==> src/rtl/opc_pkg.sv <==
// Function
// - The channel-1 format field in bits 6 to 5 selects disabled, AC differential, HCSL or LVCMOS for codes 0 to 3 and resets to 1.
// - The channel-1 mode A field in bits 4 to 3 resets to 2 and sets the tail current to 4, 6, 8 or 16 mA, or in LVCMOS the positive pin to tristate, low, inverted or true.
// - The channel-1 mode B field in bits 2 to 1 resets to 0 and sets the HCSL load to tristate, 50, 100 or 200 ohm, or in LVCMOS the negative pin likewise.
// - The shared 8-bit divider code 0 bypasses and any other code N divides by N plus 1.
// - One divider value serves channels 0 and 1 together and resets to 1, a ratio of two.
// - The source select routes the first PLL to the shared divider when 0 and the second when 1, and resets to 1.
package opc_pkg;
  // ==========================================================
  // Bus and register map
  localparam int APB_AW = 12;
  localparam int APB_DW = 32;
  localparam int REG_DW = 8;
  localparam logic [7:0] IDX_SRC = 8'h1F;
  localparam logic [7:0] IDX_CTRL = 8'h20;
  localparam logic [7:0] IDX_DIV = 8'h21;
  localparam logic [7:0] IDX_STAT = 8'h22;
  localparam logic [APB_AW-1:0] ADDR_SRC = {2'h0, IDX_SRC, 2'h0};
  localparam logic [APB_AW-1:0] ADDR_CTRL = {2'h0, IDX_CTRL, 2'h0};
  localparam logic [APB_AW-1:0] ADDR_DIV = {2'h0, IDX_DIV, 2'h0};
  localparam logic [APB_AW-1:0] ADDR_STAT = {2'h0, IDX_STAT, 2'h0};
  // ==========================================================
  // Fields and reset values
  localparam int FMT_HI = 6;
  localparam int FMT_LO = 5;
  localparam int MA_HI = 4;
  localparam int MA_LO = 3;
  localparam int MB_HI = 2;
  localparam int MB_LO = 1;
  localparam int SRC_BIT = 7;
  localparam logic [REG_DW-1:0] CTRL_MASK = 8'h7E;
  localparam logic [REG_DW-1:0] CTRL_RST = 8'h30;
  localparam logic [REG_DW-1:0] DIV_RST = 8'h01;
  localparam logic [REG_DW-1:0] DIV_BYPASS = 8'h00;
  localparam logic [REG_DW-1:0] CNT_ONE = 8'h01;
  localparam logic SRC_RST = 1'b1;
  // ==========================================================
  // Decoded driver settings
  localparam logic [4:0] TAIL_MA_0 = 5'h04;
  localparam logic [4:0] TAIL_MA_1 = 5'h06;
  localparam logic [4:0] TAIL_MA_2 = 5'h08;
  localparam logic [4:0] TAIL_MA_3 = 5'h10;
  localparam logic [7:0] LOAD_OHM_0 = 8'h00;
  localparam logic [7:0] LOAD_OHM_1 = 8'h32;
  localparam logic [7:0] LOAD_OHM_2 = 8'h64;
  localparam logic [7:0] LOAD_OHM_3 = 8'hC8;
  // Pin code is {drive enable, powered, inverted}
  localparam logic [2:0] PIN_TRI = 3'h0;
  localparam logic [2:0] PIN_LOW = 3'h4;
  localparam logic [2:0] PIN_INV = 3'h7;
  localparam logic [2:0] PIN_TRUE = 3'h6;

  typedef enum logic [1:0] {
    FMT_OFF = 2'h0,
    FMT_DIFF = 2'h1,
    FMT_HCSL = 2'h2,
    FMT_CMOS = 2'h3
  } opc_fmt_type;

  typedef enum logic [1:0] {
    APB_IDLE = 2'h1,
    APB_ACCESS = 2'h2
  } opc_apb_state_type;

  function automatic logic [4:0] f_tail_ma(input logic [1:0] code);
    case (code)
      2'h0: f_tail_ma = TAIL_MA_0;
      2'h1: f_tail_ma = TAIL_MA_1;
      2'h2: f_tail_ma = TAIL_MA_2;
      default: f_tail_ma = TAIL_MA_3;
    endcase
  endfunction

  function automatic logic [7:0] f_load_ohm(input logic [1:0] code);
    case (code)
      2'h0: f_load_ohm = LOAD_OHM_0;
      2'h1: f_load_ohm = LOAD_OHM_1;
      2'h2: f_load_ohm = LOAD_OHM_2;
      default: f_load_ohm = LOAD_OHM_3;
    endcase
  endfunction

  function automatic logic [2:0] f_pin(input logic [1:0] code);
    case (code)
      2'h0: f_pin = PIN_TRI;
      2'h1: f_pin = PIN_LOW;
      2'h2: f_pin = PIN_INV;
      default: f_pin = PIN_TRUE;
    endcase
  endfunction
endpackage

==> src/rtl/opc_drv_decode.sv <==
`timescale 1ns/1ns
`default_nettype none
module opc_drv_decode
  import opc_pkg::*;
(
  input wire logic ref_clk_i,
  input wire logic srst_i,
  input wire logic [1:0] fmt_i,
  input wire logic [1:0] mode_a_i,
  input wire logic [1:0] mode_b_i,
  output logic diff_en_o,
  output logic hcsl_en_o,
  output logic cmos_en_o,
  output logic [4:0] tail_ma_o,
  output logic [7:0] load_ohm_o,
  output logic [2:0] pin_p_o,
  output logic [2:0] pin_n_o
);
  logic [21:0] out_d;
  logic [21:0] out_q;
  logic is_diff;
  logic is_hcsl;
  logic is_cmos;

  // ==========================================================
  // Format and mode decode
  always_comb begin
    is_diff = (fmt_i == FMT_DIFF);
    is_hcsl = (fmt_i == FMT_HCSL);
    is_cmos = (fmt_i == FMT_CMOS);
    out_d = {is_diff, is_hcsl, is_cmos,
             (is_diff || is_hcsl) ? f_tail_ma(mode_a_i) : 5'h00,
             is_hcsl ? f_load_ohm(mode_b_i) : LOAD_OHM_0,
             is_cmos ? f_pin(mode_a_i) : PIN_TRI,
             is_cmos ? f_pin(mode_b_i) : PIN_TRI};
  end

  always_ff @(posedge ref_clk_i) begin
    if (srst_i) begin
      out_q <= '0;
    end else begin
      out_q <= out_d;
    end
  end

  assign {diff_en_o, hcsl_en_o, cmos_en_o, tail_ma_o, load_ohm_o, pin_p_o, pin_n_o} = out_q;
endmodule // opc_drv_decode
`default_nettype wire

==> src/rtl/opc_divider.sv <==
`timescale 1ns/1ns
`default_nettype none
module opc_divider
  import opc_pkg::*;
(
  input wire logic ref_clk_i,
  input wire logic srst_i,
  input wire logic tick_i,
  input wire logic [REG_DW-1:0] div_i,
  output logic tick_o,
  output logic [REG_DW-1:0] count_o
);
  logic [REG_DW-1:0] cnt_d;
  logic [REG_DW-1:0] cnt_q;
  logic tick_d;
  logic tick_q;

  // ==========================================================
  // Divide by code plus one, code zero passes through
  always_comb begin
    cnt_d = cnt_q;
    tick_d = 1'b0;
    if (div_i == DIV_BYPASS) begin
      cnt_d = '0;
      tick_d = tick_i;
    end else if (tick_i) begin
      if (cnt_q >= div_i) begin
        cnt_d = '0;
        tick_d = 1'b1;
      end else begin
        cnt_d = cnt_q + CNT_ONE;
      end
    end
  end

  always_ff @(posedge ref_clk_i) begin
    if (srst_i) begin
      cnt_q <= '0;
      tick_q <= 1'b0;
    end else begin
      cnt_q <= cnt_d;
      tick_q <= tick_d;
    end
  end

  assign tick_o = tick_q;
  assign count_o = cnt_q;
endmodule // opc_divider
`default_nettype wire

==> src/rtl/opc_output_pair_regs.sv <==
// Local design decision: the APB interface to the registers.
`timescale 1ns/1ns
`default_nettype none
module opc_output_pair_regs
  import opc_pkg::*;
(
  input wire logic ref_clk_i,
  input wire logic srst_i,
  input wire logic psel_i,
  input wire logic penable_i,
  input wire logic pwrite_i,
  input wire logic [APB_AW-1:0] paddr_i,
  input wire logic [APB_DW-1:0] pwdata_i,
  input wire logic [3:0] pstrb_i,
  output logic [APB_DW-1:0] prdata_o,
  output logic pready_o,
  output logic pslverr_o,
  input wire logic pll1_tick_i,
  input wire logic pll2_tick_i,
  output logic ch0_div_tick_o,
  output logic ch1_div_tick_o,
  output logic ch01_pll_source_select_o,
  output logic [1:0] ch1_format_o,
  output logic ch1_diff_en_o,
  output logic ch1_hcsl_en_o,
  output logic ch1_cmos_en_o,
  output logic [4:0] ch1_tail_ma_o,
  output logic [7:0] ch1_load_ohm_o,
  output logic ch1_p_oe_o,
  output logic ch1_p_active_o,
  output logic ch1_p_inv_o,
  output logic ch1_n_oe_o,
  output logic ch1_n_active_o,
  output logic ch1_n_inv_o
);
  opc_apb_state_type state_d;
  opc_apb_state_type state_q;
  logic [REG_DW-1:0] ctrl_d;
  logic [REG_DW-1:0] ctrl_q;
  logic [REG_DW-1:0] div_d;
  logic [REG_DW-1:0] div_q;
  logic src_d;
  logic src_q;
  logic [REG_DW-1:0] rdata_d;
  logic [REG_DW-1:0] rdata_q;
  logic slverr_d;
  logic slverr_q;
  logic [REG_DW-1:0] wdata8;
  logic addr_hit;
  logic setup_cyc;
  logic access_cyc;
  logic wr_en;
  logic sel_tick;
  logic [REG_DW-1:0] div_count;
  logic div_tick;
  logic [2:0] pin_p;
  logic [2:0] pin_n;

  // ==========================================================
  // Address decode
  function automatic logic f_hit(input logic [APB_AW-1:0] a);
    f_hit = (a == ADDR_SRC) || (a == ADDR_CTRL) || (a == ADDR_DIV) || (a == ADDR_STAT);
  endfunction

  function automatic logic [REG_DW-1:0] f_read(input logic [APB_AW-1:0] a,
                                               input logic [REG_DW-1:0] ctrl,
                                               input logic [REG_DW-1:0] div,
                                               input logic src,
                                               input logic [REG_DW-1:0] cnt);
    f_read = '0;
    if (a == ADDR_SRC) begin
      f_read[SRC_BIT] = src;
    end else if (a == ADDR_CTRL) begin
      f_read = ctrl & CTRL_MASK;
    end else if (a == ADDR_DIV) begin
      f_read = div;
    end else if (a == ADDR_STAT) begin
      f_read = cnt;
    end
  endfunction

  assign wdata8 = pwdata_i[REG_DW-1:0];
  assign addr_hit = f_hit(paddr_i);
  assign setup_cyc = psel_i && !penable_i;
  assign access_cyc = psel_i && penable_i && (state_q == APB_ACCESS);
  assign wr_en = access_cyc && pwrite_i && addr_hit && pstrb_i[0];

  // ==========================================================
  // APB slave and register file
  always_comb begin
    state_d = state_q;
    ctrl_d = ctrl_q;
    div_d = div_q;
    src_d = src_q;
    rdata_d = rdata_q;
    slverr_d = slverr_q;
    case (state_q)
      APB_IDLE: begin
        if (setup_cyc) begin
          state_d = APB_ACCESS;
          rdata_d = pwrite_i ? '0 : f_read(paddr_i, ctrl_q, div_q, src_q, div_count);
          slverr_d = !addr_hit;
        end
      end
      APB_ACCESS: begin
        if (!psel_i || penable_i) begin
          state_d = APB_IDLE;
        end
        if (wr_en) begin
          if (paddr_i == ADDR_CTRL) begin
            ctrl_d = wdata8 & CTRL_MASK;
          end else if (paddr_i == ADDR_DIV) begin
            div_d = wdata8;
          end else if (paddr_i == ADDR_SRC) begin
            src_d = wdata8[SRC_BIT];
          end
        end
      end
      default: begin
        state_d = APB_IDLE;
      end
    endcase
  end

  always_ff @(posedge ref_clk_i) begin
    if (srst_i) begin
      state_q <= APB_IDLE;
      ctrl_q <= CTRL_RST;
      div_q <= DIV_RST;
      src_q <= SRC_RST;
      rdata_q <= '0;
      slverr_q <= 1'b0;
    end else begin
      state_q <= state_d;
      ctrl_q <= ctrl_d;
      div_q <= div_d;
      src_q <= src_d;
      rdata_q <= rdata_d;
      slverr_q <= slverr_d;
    end
  end

  assign pready_o = (state_q == APB_ACCESS);
  assign pslverr_o = pready_o && slverr_q;
  assign prdata_o = {{(APB_DW - REG_DW){1'b0}}, rdata_q};

  // ==========================================================
  // Shared divider for channels 0 and 1
  assign sel_tick = src_q ? pll2_tick_i : pll1_tick_i;

  opc_divider u_div (
    .ref_clk_i(ref_clk_i),
    .srst_i(srst_i),
    .tick_i(sel_tick),
    .div_i(div_q),
    .tick_o(div_tick),
    .count_o(div_count)
  );

  // One divider output feeds both channels
  assign ch0_div_tick_o = div_tick;
  assign ch1_div_tick_o = div_tick;
  assign ch01_pll_source_select_o = src_q;

  // ==========================================================
  // Channel-1 driver settings
  assign ch1_format_o = ctrl_q[FMT_HI:FMT_LO];

  opc_drv_decode u_dec (
    .ref_clk_i(ref_clk_i),
    .srst_i(srst_i),
    .fmt_i(ctrl_q[FMT_HI:FMT_LO]),
    .mode_a_i(ctrl_q[MA_HI:MA_LO]),
    .mode_b_i(ctrl_q[MB_HI:MB_LO]),
    .diff_en_o(ch1_diff_en_o),
    .hcsl_en_o(ch1_hcsl_en_o),
    .cmos_en_o(ch1_cmos_en_o),
    .tail_ma_o(ch1_tail_ma_o),
    .load_ohm_o(ch1_load_ohm_o),
    .pin_p_o(pin_p),
    .pin_n_o(pin_n)
  );

  assign {ch1_p_oe_o, ch1_p_active_o, ch1_p_inv_o} = pin_p;
  assign {ch1_n_oe_o, ch1_n_active_o, ch1_n_inv_o} = pin_n;
endmodule // opc_output_pair_regs
`default_nettype wire

==> config.mk <==
export PLATFORM = sky130hd
export DESIGN_NAME = opc_output_pair_regs
export DESIGN_NICKNAME = d
export VERILOG_FILES = /design/src/rtl/opc_pkg.sv /design/src/rtl/opc_drv_decode.sv /design/src/rtl/opc_divider.sv /design/src/rtl/opc_output_pair_regs.sv
export SDC_FILE = /design/constraint.sdc
export NUM_CORES = 1
export LEC_CHECK = 0
export BUFFER_PORTS_ARGS = -buffer_cell sky130_fd_sc_hd__buf_2
export CAP_MARGIN = 40
export CELL_PAD_IN_SITES_DETAIL_PLACEMENT = 0
export CELL_PAD_IN_SITES_GLOBAL_PLACEMENT = 1
export CORE_ASPECT_RATIO = 0.6
export CORE_UTILIZATION = 31
export DETAILED_ROUTE_END_ITERATION = 16
export PLACE_DENSITY_LB_ADDON = 0.1
export SYNTH_ARGS = -nofsm -noshare
export SYNTH_HDL_FRONTEND = slang
export SYNTH_SLANG_ARGS = --single-unit
export TNS_END_PERCENT = 20
==> constraint.sdc <==
create_clock -name ref_clk_i -period 1.67 [get_ports ref_clk_i]
set_input_delay 0.0835 -clock ref_clk_i [delete_from_list [all_inputs] [get_ports ref_clk_i]]
set_output_delay 0.0835 -clock ref_clk_i [all_outputs]
set_load 0.02 [all_outputs]
-- After elaboration in Yosys (flattened, before gate mapping)
Cells that the tools add are included.
- bits in registers: 57
- bits of input ports: 55
- output and inout port bits: 61
- word-level logic and storage cells: 79
- add/sub/neg operators: 1
- magnitude comparators: 1
- equal/unequal tests: 15
- multiplexer cells: 18
- bitwise operators: 5
- reduce and logical (&&, ||, !) cells: 27
- operator list (kind ; count):
    two-way mux 8 bit ; 5
    equality test 12 x 8 -> 1 bit (second input constant) ; 3
    case mux 8 bit (3 select lines) ; 1
    case mux 3 bit (3 select lines) ; 2
    case mux 5 bit (3 select lines) ; 1
    equality test 12 x 7 -> 1 bit (second input constant) ; 1
    equality test 2 bit (second input constant) ; 5
    adder 8 x 1 -> 8 bit (second input constant) ; 1
    equality test 2 x 1 -> 1 bit (second input constant) ; 4
    greater-or-equal comparator 8 bit ; 1
    zero test 8 bit ; 1
    OR reduction 2 bit ; 4
    logical AND 1 bit ; 7
    two-way mux 7 bit ; 1
    logical OR 1 bit ; 5
    two-way mux 1 bit ; 5
    NOT 1 bit ; 5
    AND reduction 5 bit ; 1
    zero test 2 bit ; 2
    two-way mux 2 bit ; 2
    case mux 2 bit (2 select lines) ; 1
    AND reduction 2 bit ; 2
    AND reduction 4 bit ; 1
    zero test 1 bit ; 3
    3 further kinds ; 3

-- Logic depth before layout (Yosys ltp)
- depth after elaboration: 7
- depth in mapped cells: 7
- depth with buffers taken out: 7

-- Cells and area by module
Synthesis repeated with hierarchy kept, for this count alone.
- cells, all modules: 312
- area, all modules: 2762.6 µm²
- modules (own cells, without submodules) (module ; times used ; cells an instance ; area each (µm²) ; sequential area each (µm²)):
    opc_output_pair_regs ; 1 ; 178 ; 1511.4 ; 520.5
    opc_divider ; 1 ; 77 ; 626.9 ; 180.2
    opc_drv_decode ; 1 ; 57 ; 624.3 ; 360.3

-- Worst setup path after synthesis
Ideal clock, no wire load.
- path type: register to register
- start point: register div_q[4]
- end point: register u_div.cnt_q[2], in the netlist u_div.count_o[2]
- library setup time: 0.070 ns
- arrival time: 1.661 ns
- required time: 1.600 ns
- setup slack: -0.061 ns
- cell stages (with the launch flop): 8
- buffers on the path: 0
- clock period less this slack: 1.731 ns
- cells stage by stage: dfxtp_1 -> inv_1 -> ha_1 -> a211oi_1 -> o21ai_0 -> a31oi_1 -> o21ai_0 -> a21oi_1
- cells in the longest elaborated chain, start to end: 2
- elaborated cells on any way between the ends: 4
- classes of those cells: order compare: 1; mux: 1; reduce/logical: 2
- RTL lines (item ; line ; RTL):
    start: declaration ; opc_output_pair_regs.sv:41 ; logic [REG_DW-1:0] div_q;
    start signal: assignment ; opc_output_pair_regs.sv:136 ; div_q <= div_d;
    greater-or-equal comparator 8 bit or zero test 8 bit (tied branches) ; opc_divider.sv:27, opc_divider.sv:23 ;
    two-way mux 8 bit or OR reduction 2 bit (tied branches) ; -- ;
    end signal: assignment ; opc_divider.sv:41 ; cnt_q <= cnt_d;
    end: declaration ; opc_divider.sv:14 ; logic [REG_DW-1:0] cnt_q;
Several ways; a longest one is shown, not always the timed one.
A chain may end at the register's enable or synchronous reset.

-- Worst setup path after layout
- start point: register u_div.cnt_q[4], in the netlist u_div.count_o[4]
- end point: register u_div.cnt_q[4], in the netlist u_div.count_o[4]
- cells in the longest elaborated chain, start to end: 2
- elaborated cells on any way between the ends: 3
- classes of those cells: add/sub: 1; order compare: 1; mux: 1
- RTL lines (item ; line ; RTL):
    adder 8 x 1 -> 8 bit or greater-or-equal comparator 8 bit (tied branches) ; opc_divider.sv:31, opc_divider.sv:27 ;
    two-way mux 8 bit * ; opc_divider.sv:27 ; if (cnt_q >= div_i) begin
Every way passes the cells marked *; elsewhere a longest branch is shown, timed or not.

==> impl_metrics.env <==
export IMPL_grt_pass1_wl_um=10100
export IMPL_ys_warn_count=0
export IMPL_slowest_delay_ns=0.38
export IMPL_setup_slack_ns=0.0620
export IMPL_r2r_start="u_div.count_o[4]"
export IMPL_clock_sinks=53
export IMPL_firstDrtPassIters=4
export IMPL_p_sw_share_pct=23.9
export IMPL_grt_overflow=0
export IMPL_hold_viol=0
export IMPL_power_density_nw_per_um2=800
export IMPL_grt_util_all_layers_pct=15.1
export IMPL_skew_ns=0.00367
export IMPL_hp_class="input pin to flop"
export IMPL_ys_types=44
export IMPL_synthTopCellsByArea="dfxtp_1 40%, buf_4 8.7%, ha_1 7.5%"
export IMPL_post_route_cells_drive_above_1_share_pct=32.2
export IMPL_ant_nets=0
export IMPL_async_flop_share_pct=0
export IMPL_seqPwrFrac_pct=46.4
export IMPL_fin_nets=464
export IMPL_yosysSeqAreaShare_pct=39.8
export IMPL_synth_area_per_cell_sq_um=8.83
export IMPL_fin_crit_sh_pct=96.3
export IMPL_place_gp_congestion=0.787
export IMPL_power_frac_comb_pct=11.0
export IMPL_root_buffer="clkbuf_16"
export IMPL_dieArea_sq_um=8990
export IMPL_end_kind="flop"
export IMPL_cp_startpoint="u_div.count_o[4]"
export IMPL_syn_area_sq_um=2670
export IMPL_worstPathCellList="ha_4, a211oi_2, o21ai_1, a31oi_2, buf_6, nand3_1, a31oi_1"
export IMPL_dr_first_iter_drc_count=89
export IMPL_core_sq_um=8100
export IMPL_antenna_found_initial=0
export IMPL_cts_htree_levels=2
export IMPL_clkPwrFrac_pct=42.7
export IMPL_topRoutingLayerUsed="met4"
export IMPL_synth_top_area_cell="dfxtp_1"
export IMPL_slew_headroom_pct=65.8
export IMPL_drc=0
export IMPL_critPathKind="flop to flop"
export IMPL_place_ws_ns=-0.107
export IMPL_cts_tree="built"
export IMPL_p_switching_w=0.000661
export IMPL_start_util_pct=32.9
export IMPL_ioPinCount=116
export IMPL_rows=25
export IMPL_ctsHoldBuffers=0
export IMPL_status="finished clean"
export IMPL_p_leak_nw=1.69
export IMPL_wl_per_cell_um=13.0
export IMPL_grt_pass1_vias=2036
export IMPL_synth_edf_count=0
export IMPL_final_setup_tns_ns=0
export IMPL_start_kind="flop"
export IMPL_holdCritStartpoint="pwdata_i[3]"
export IMPL_clkLatencyLatePin_ns=0.29
export IMPL_slowest_stage="dfxtp_1"
export IMPL_ir_worst_vdd_mv=0.353
export IMPL_die_h_um=73.8
export IMPL_yosysTopAreaCellShare_pct=39.8
export IMPL_post_cts_buffers=0
export IMPL_wl_met1_um=3620
export IMPL_synthCells=302
export IMPL_via_per_inst=4.33
export IMPL_path_max_fanout=5
export IMPL_worstMarginPinSlew_ns=0.512
export IMPL_layout_common_cells="62 x buf_2, 50 x dfxtp_1, 35 x buf_4"
export IMPL_setup_violations=0
export IMPL_portBuffers=62
export IMPL_slew_violations=0
export IMPL_clk_pin_slew_ns=0.07
export IMPL_drv_cap=0
export IMPL_p_int_w=0.00210
export IMPL_rsz0062_at_grt="true"
export IMPL_cts_buffers=5
export IMPL_routed_wl_um=6510
export IMPL_cp_required_ns=1.90
export IMPL_clock_fmax_mhz=622
export IMPL_arrival_ns=1.83
export IMPL_num_vias=2176
export IMPL_syn_to_final_growth_pct=29.6
export IMPL_die_x_um=122
export IMPL_dp_hpwl_um=5190
export IMPL_min_period_ns=1.61
export IMPL_antennaDiodeCount=0
export IMPL_grt_start_max_net_pins=18
export IMPL_wl_met2_um=2440
export IMPL_ys_ff_latch=53
export IMPL_final_common_cell="buf_2"
export IMPL_synthFlopType="dfxtp_1"
export IMPL_wl_met3_um=372
export IMPL_clock_path_buffers=2
-- path summary, 6_finish.rpt --
| path | end | slack, ns | depth (start not counted) |
|---|---|---|---|
| worst max register to register | u_div.count_o[4] | 0.06 | 7 |
| worst min-delay path | ctrl_q[3] | 0.04 | 3 |
| worst min register to register | rdata_q[1] | 0.45 | 2 |
| worst max-delay path | u_div.count_o[4] | 0.06 | 7 |
-- critical path: cells and delay by family (launching register included) --
family,cells,cell delay (ns)
buffers and inverters,1,0.16
AOI/OAI and AO/OA,4,0.70
and+or+nand+nor,1,0.07
DFF,1,0.38
adders and majority gates,1,0.22
-- cells in the mapped netlist (all sizes together) (6+ instances only) --
cell type,instances
o21ai,12
nand2b,6
dfxtp,53
and2,8
ha,16
buf,34
a21oi,13
nor2,34
inv,19
nor3,6
nor2b,9
nand2,24
mux2i,18
-- layer usage --
metal,vias to the layer above,global-route usage [%]
met5,-,0
met4,0,5.35
met3,8,3.65
met2,59,20.6
met1,967,22.5
li1,1142,-
-- area by class of cell --
| cell class | instances | area [sq um] |
|---|---|---|
| Fill cell | 837 | 4650 |
| Multi-Input combinational cell | 216 | 1430 |
| Sequential cell | 53 | 1060 |
| Timing Repair Buffer | 98 | 584 |
| Tap cell | 108 | 135 |
| Clock buffer | 5 | 125 |
| Inverter | 19 | 71.3 |
| Clock inverter | 3 | 46.3 |
-- power groups by stage --
| stage | clock (W) | sequential [W] | combinational, W |
|---|---|---|---|
| finish | 0.00118 | 0.00128 | 0.000303 |
| global route | 0.00128 | 0.00128 | 0.000331 |
| CTS | 0.00123 | 0.00128 | 0.000282 |
| detailed placement | 0 | 0.00131 | 0.000272 |
| global placement | 0 | 0.00131 | 0.000270 |
| floorplan | 0 | 0.00132 | 0.000200 |
-- sequential cells by signal, summed over array words and instances (netlist names) --
register and flops:
ch01_pll_source_select_o 1, ctrl_q 6, u_div.tick_o 1, div_q 8, u_div.count_o 8, rdata_q 8, state_q 2, u_dec.out_q 18
slverr_q 1
-- cells by family after synthesis --
family	after synthesis	synth area share, %
XOR/XNOR	3	0.986
AND/OR/NAND/NOR	113	22.9
flip-flops	53	39.8
buffers and inverters	58	12.9
multiplexers	18	6.76
AO/OA/AOI/OAI	40	9.06
other	1	0.141
adder cells (fa/ha/maj)	16	7.51
-- through the flow --
| step | hold slack (ns) | area [sq um] | total power [W] | utilization (%) | cells |
|---|---|---|---|---|---|
| 2_1_floorplan | 0.227 | 2770 | 0.00152 | - | 327 |
| 3_3_place_gp | 0.340 | 3200 | 0.00158 | 39.5 | 493 |
| 3_5_place_dp | 0.341 | 3200 | 0.00158 | 39.5 | 493 |
| 4_1_cts | 0.0271 | 3380 | 0.00279 | 41.7 | 501 |
| 5_1_grt | 0.0598 | 3450 | 0.00289 | 42.6 | 502 |
| 6_report | 0.0357 | 3450 | 0.00276 | 42.6 | 502 |
-- what timing repair did --
action	4_1_cts	5_1_grt
gates cloned	0	1
endpoints found under the setup margin	8	10
pin swaps	0	8
gates resized for setup	4	15
(Power assumes the default switching activity.)
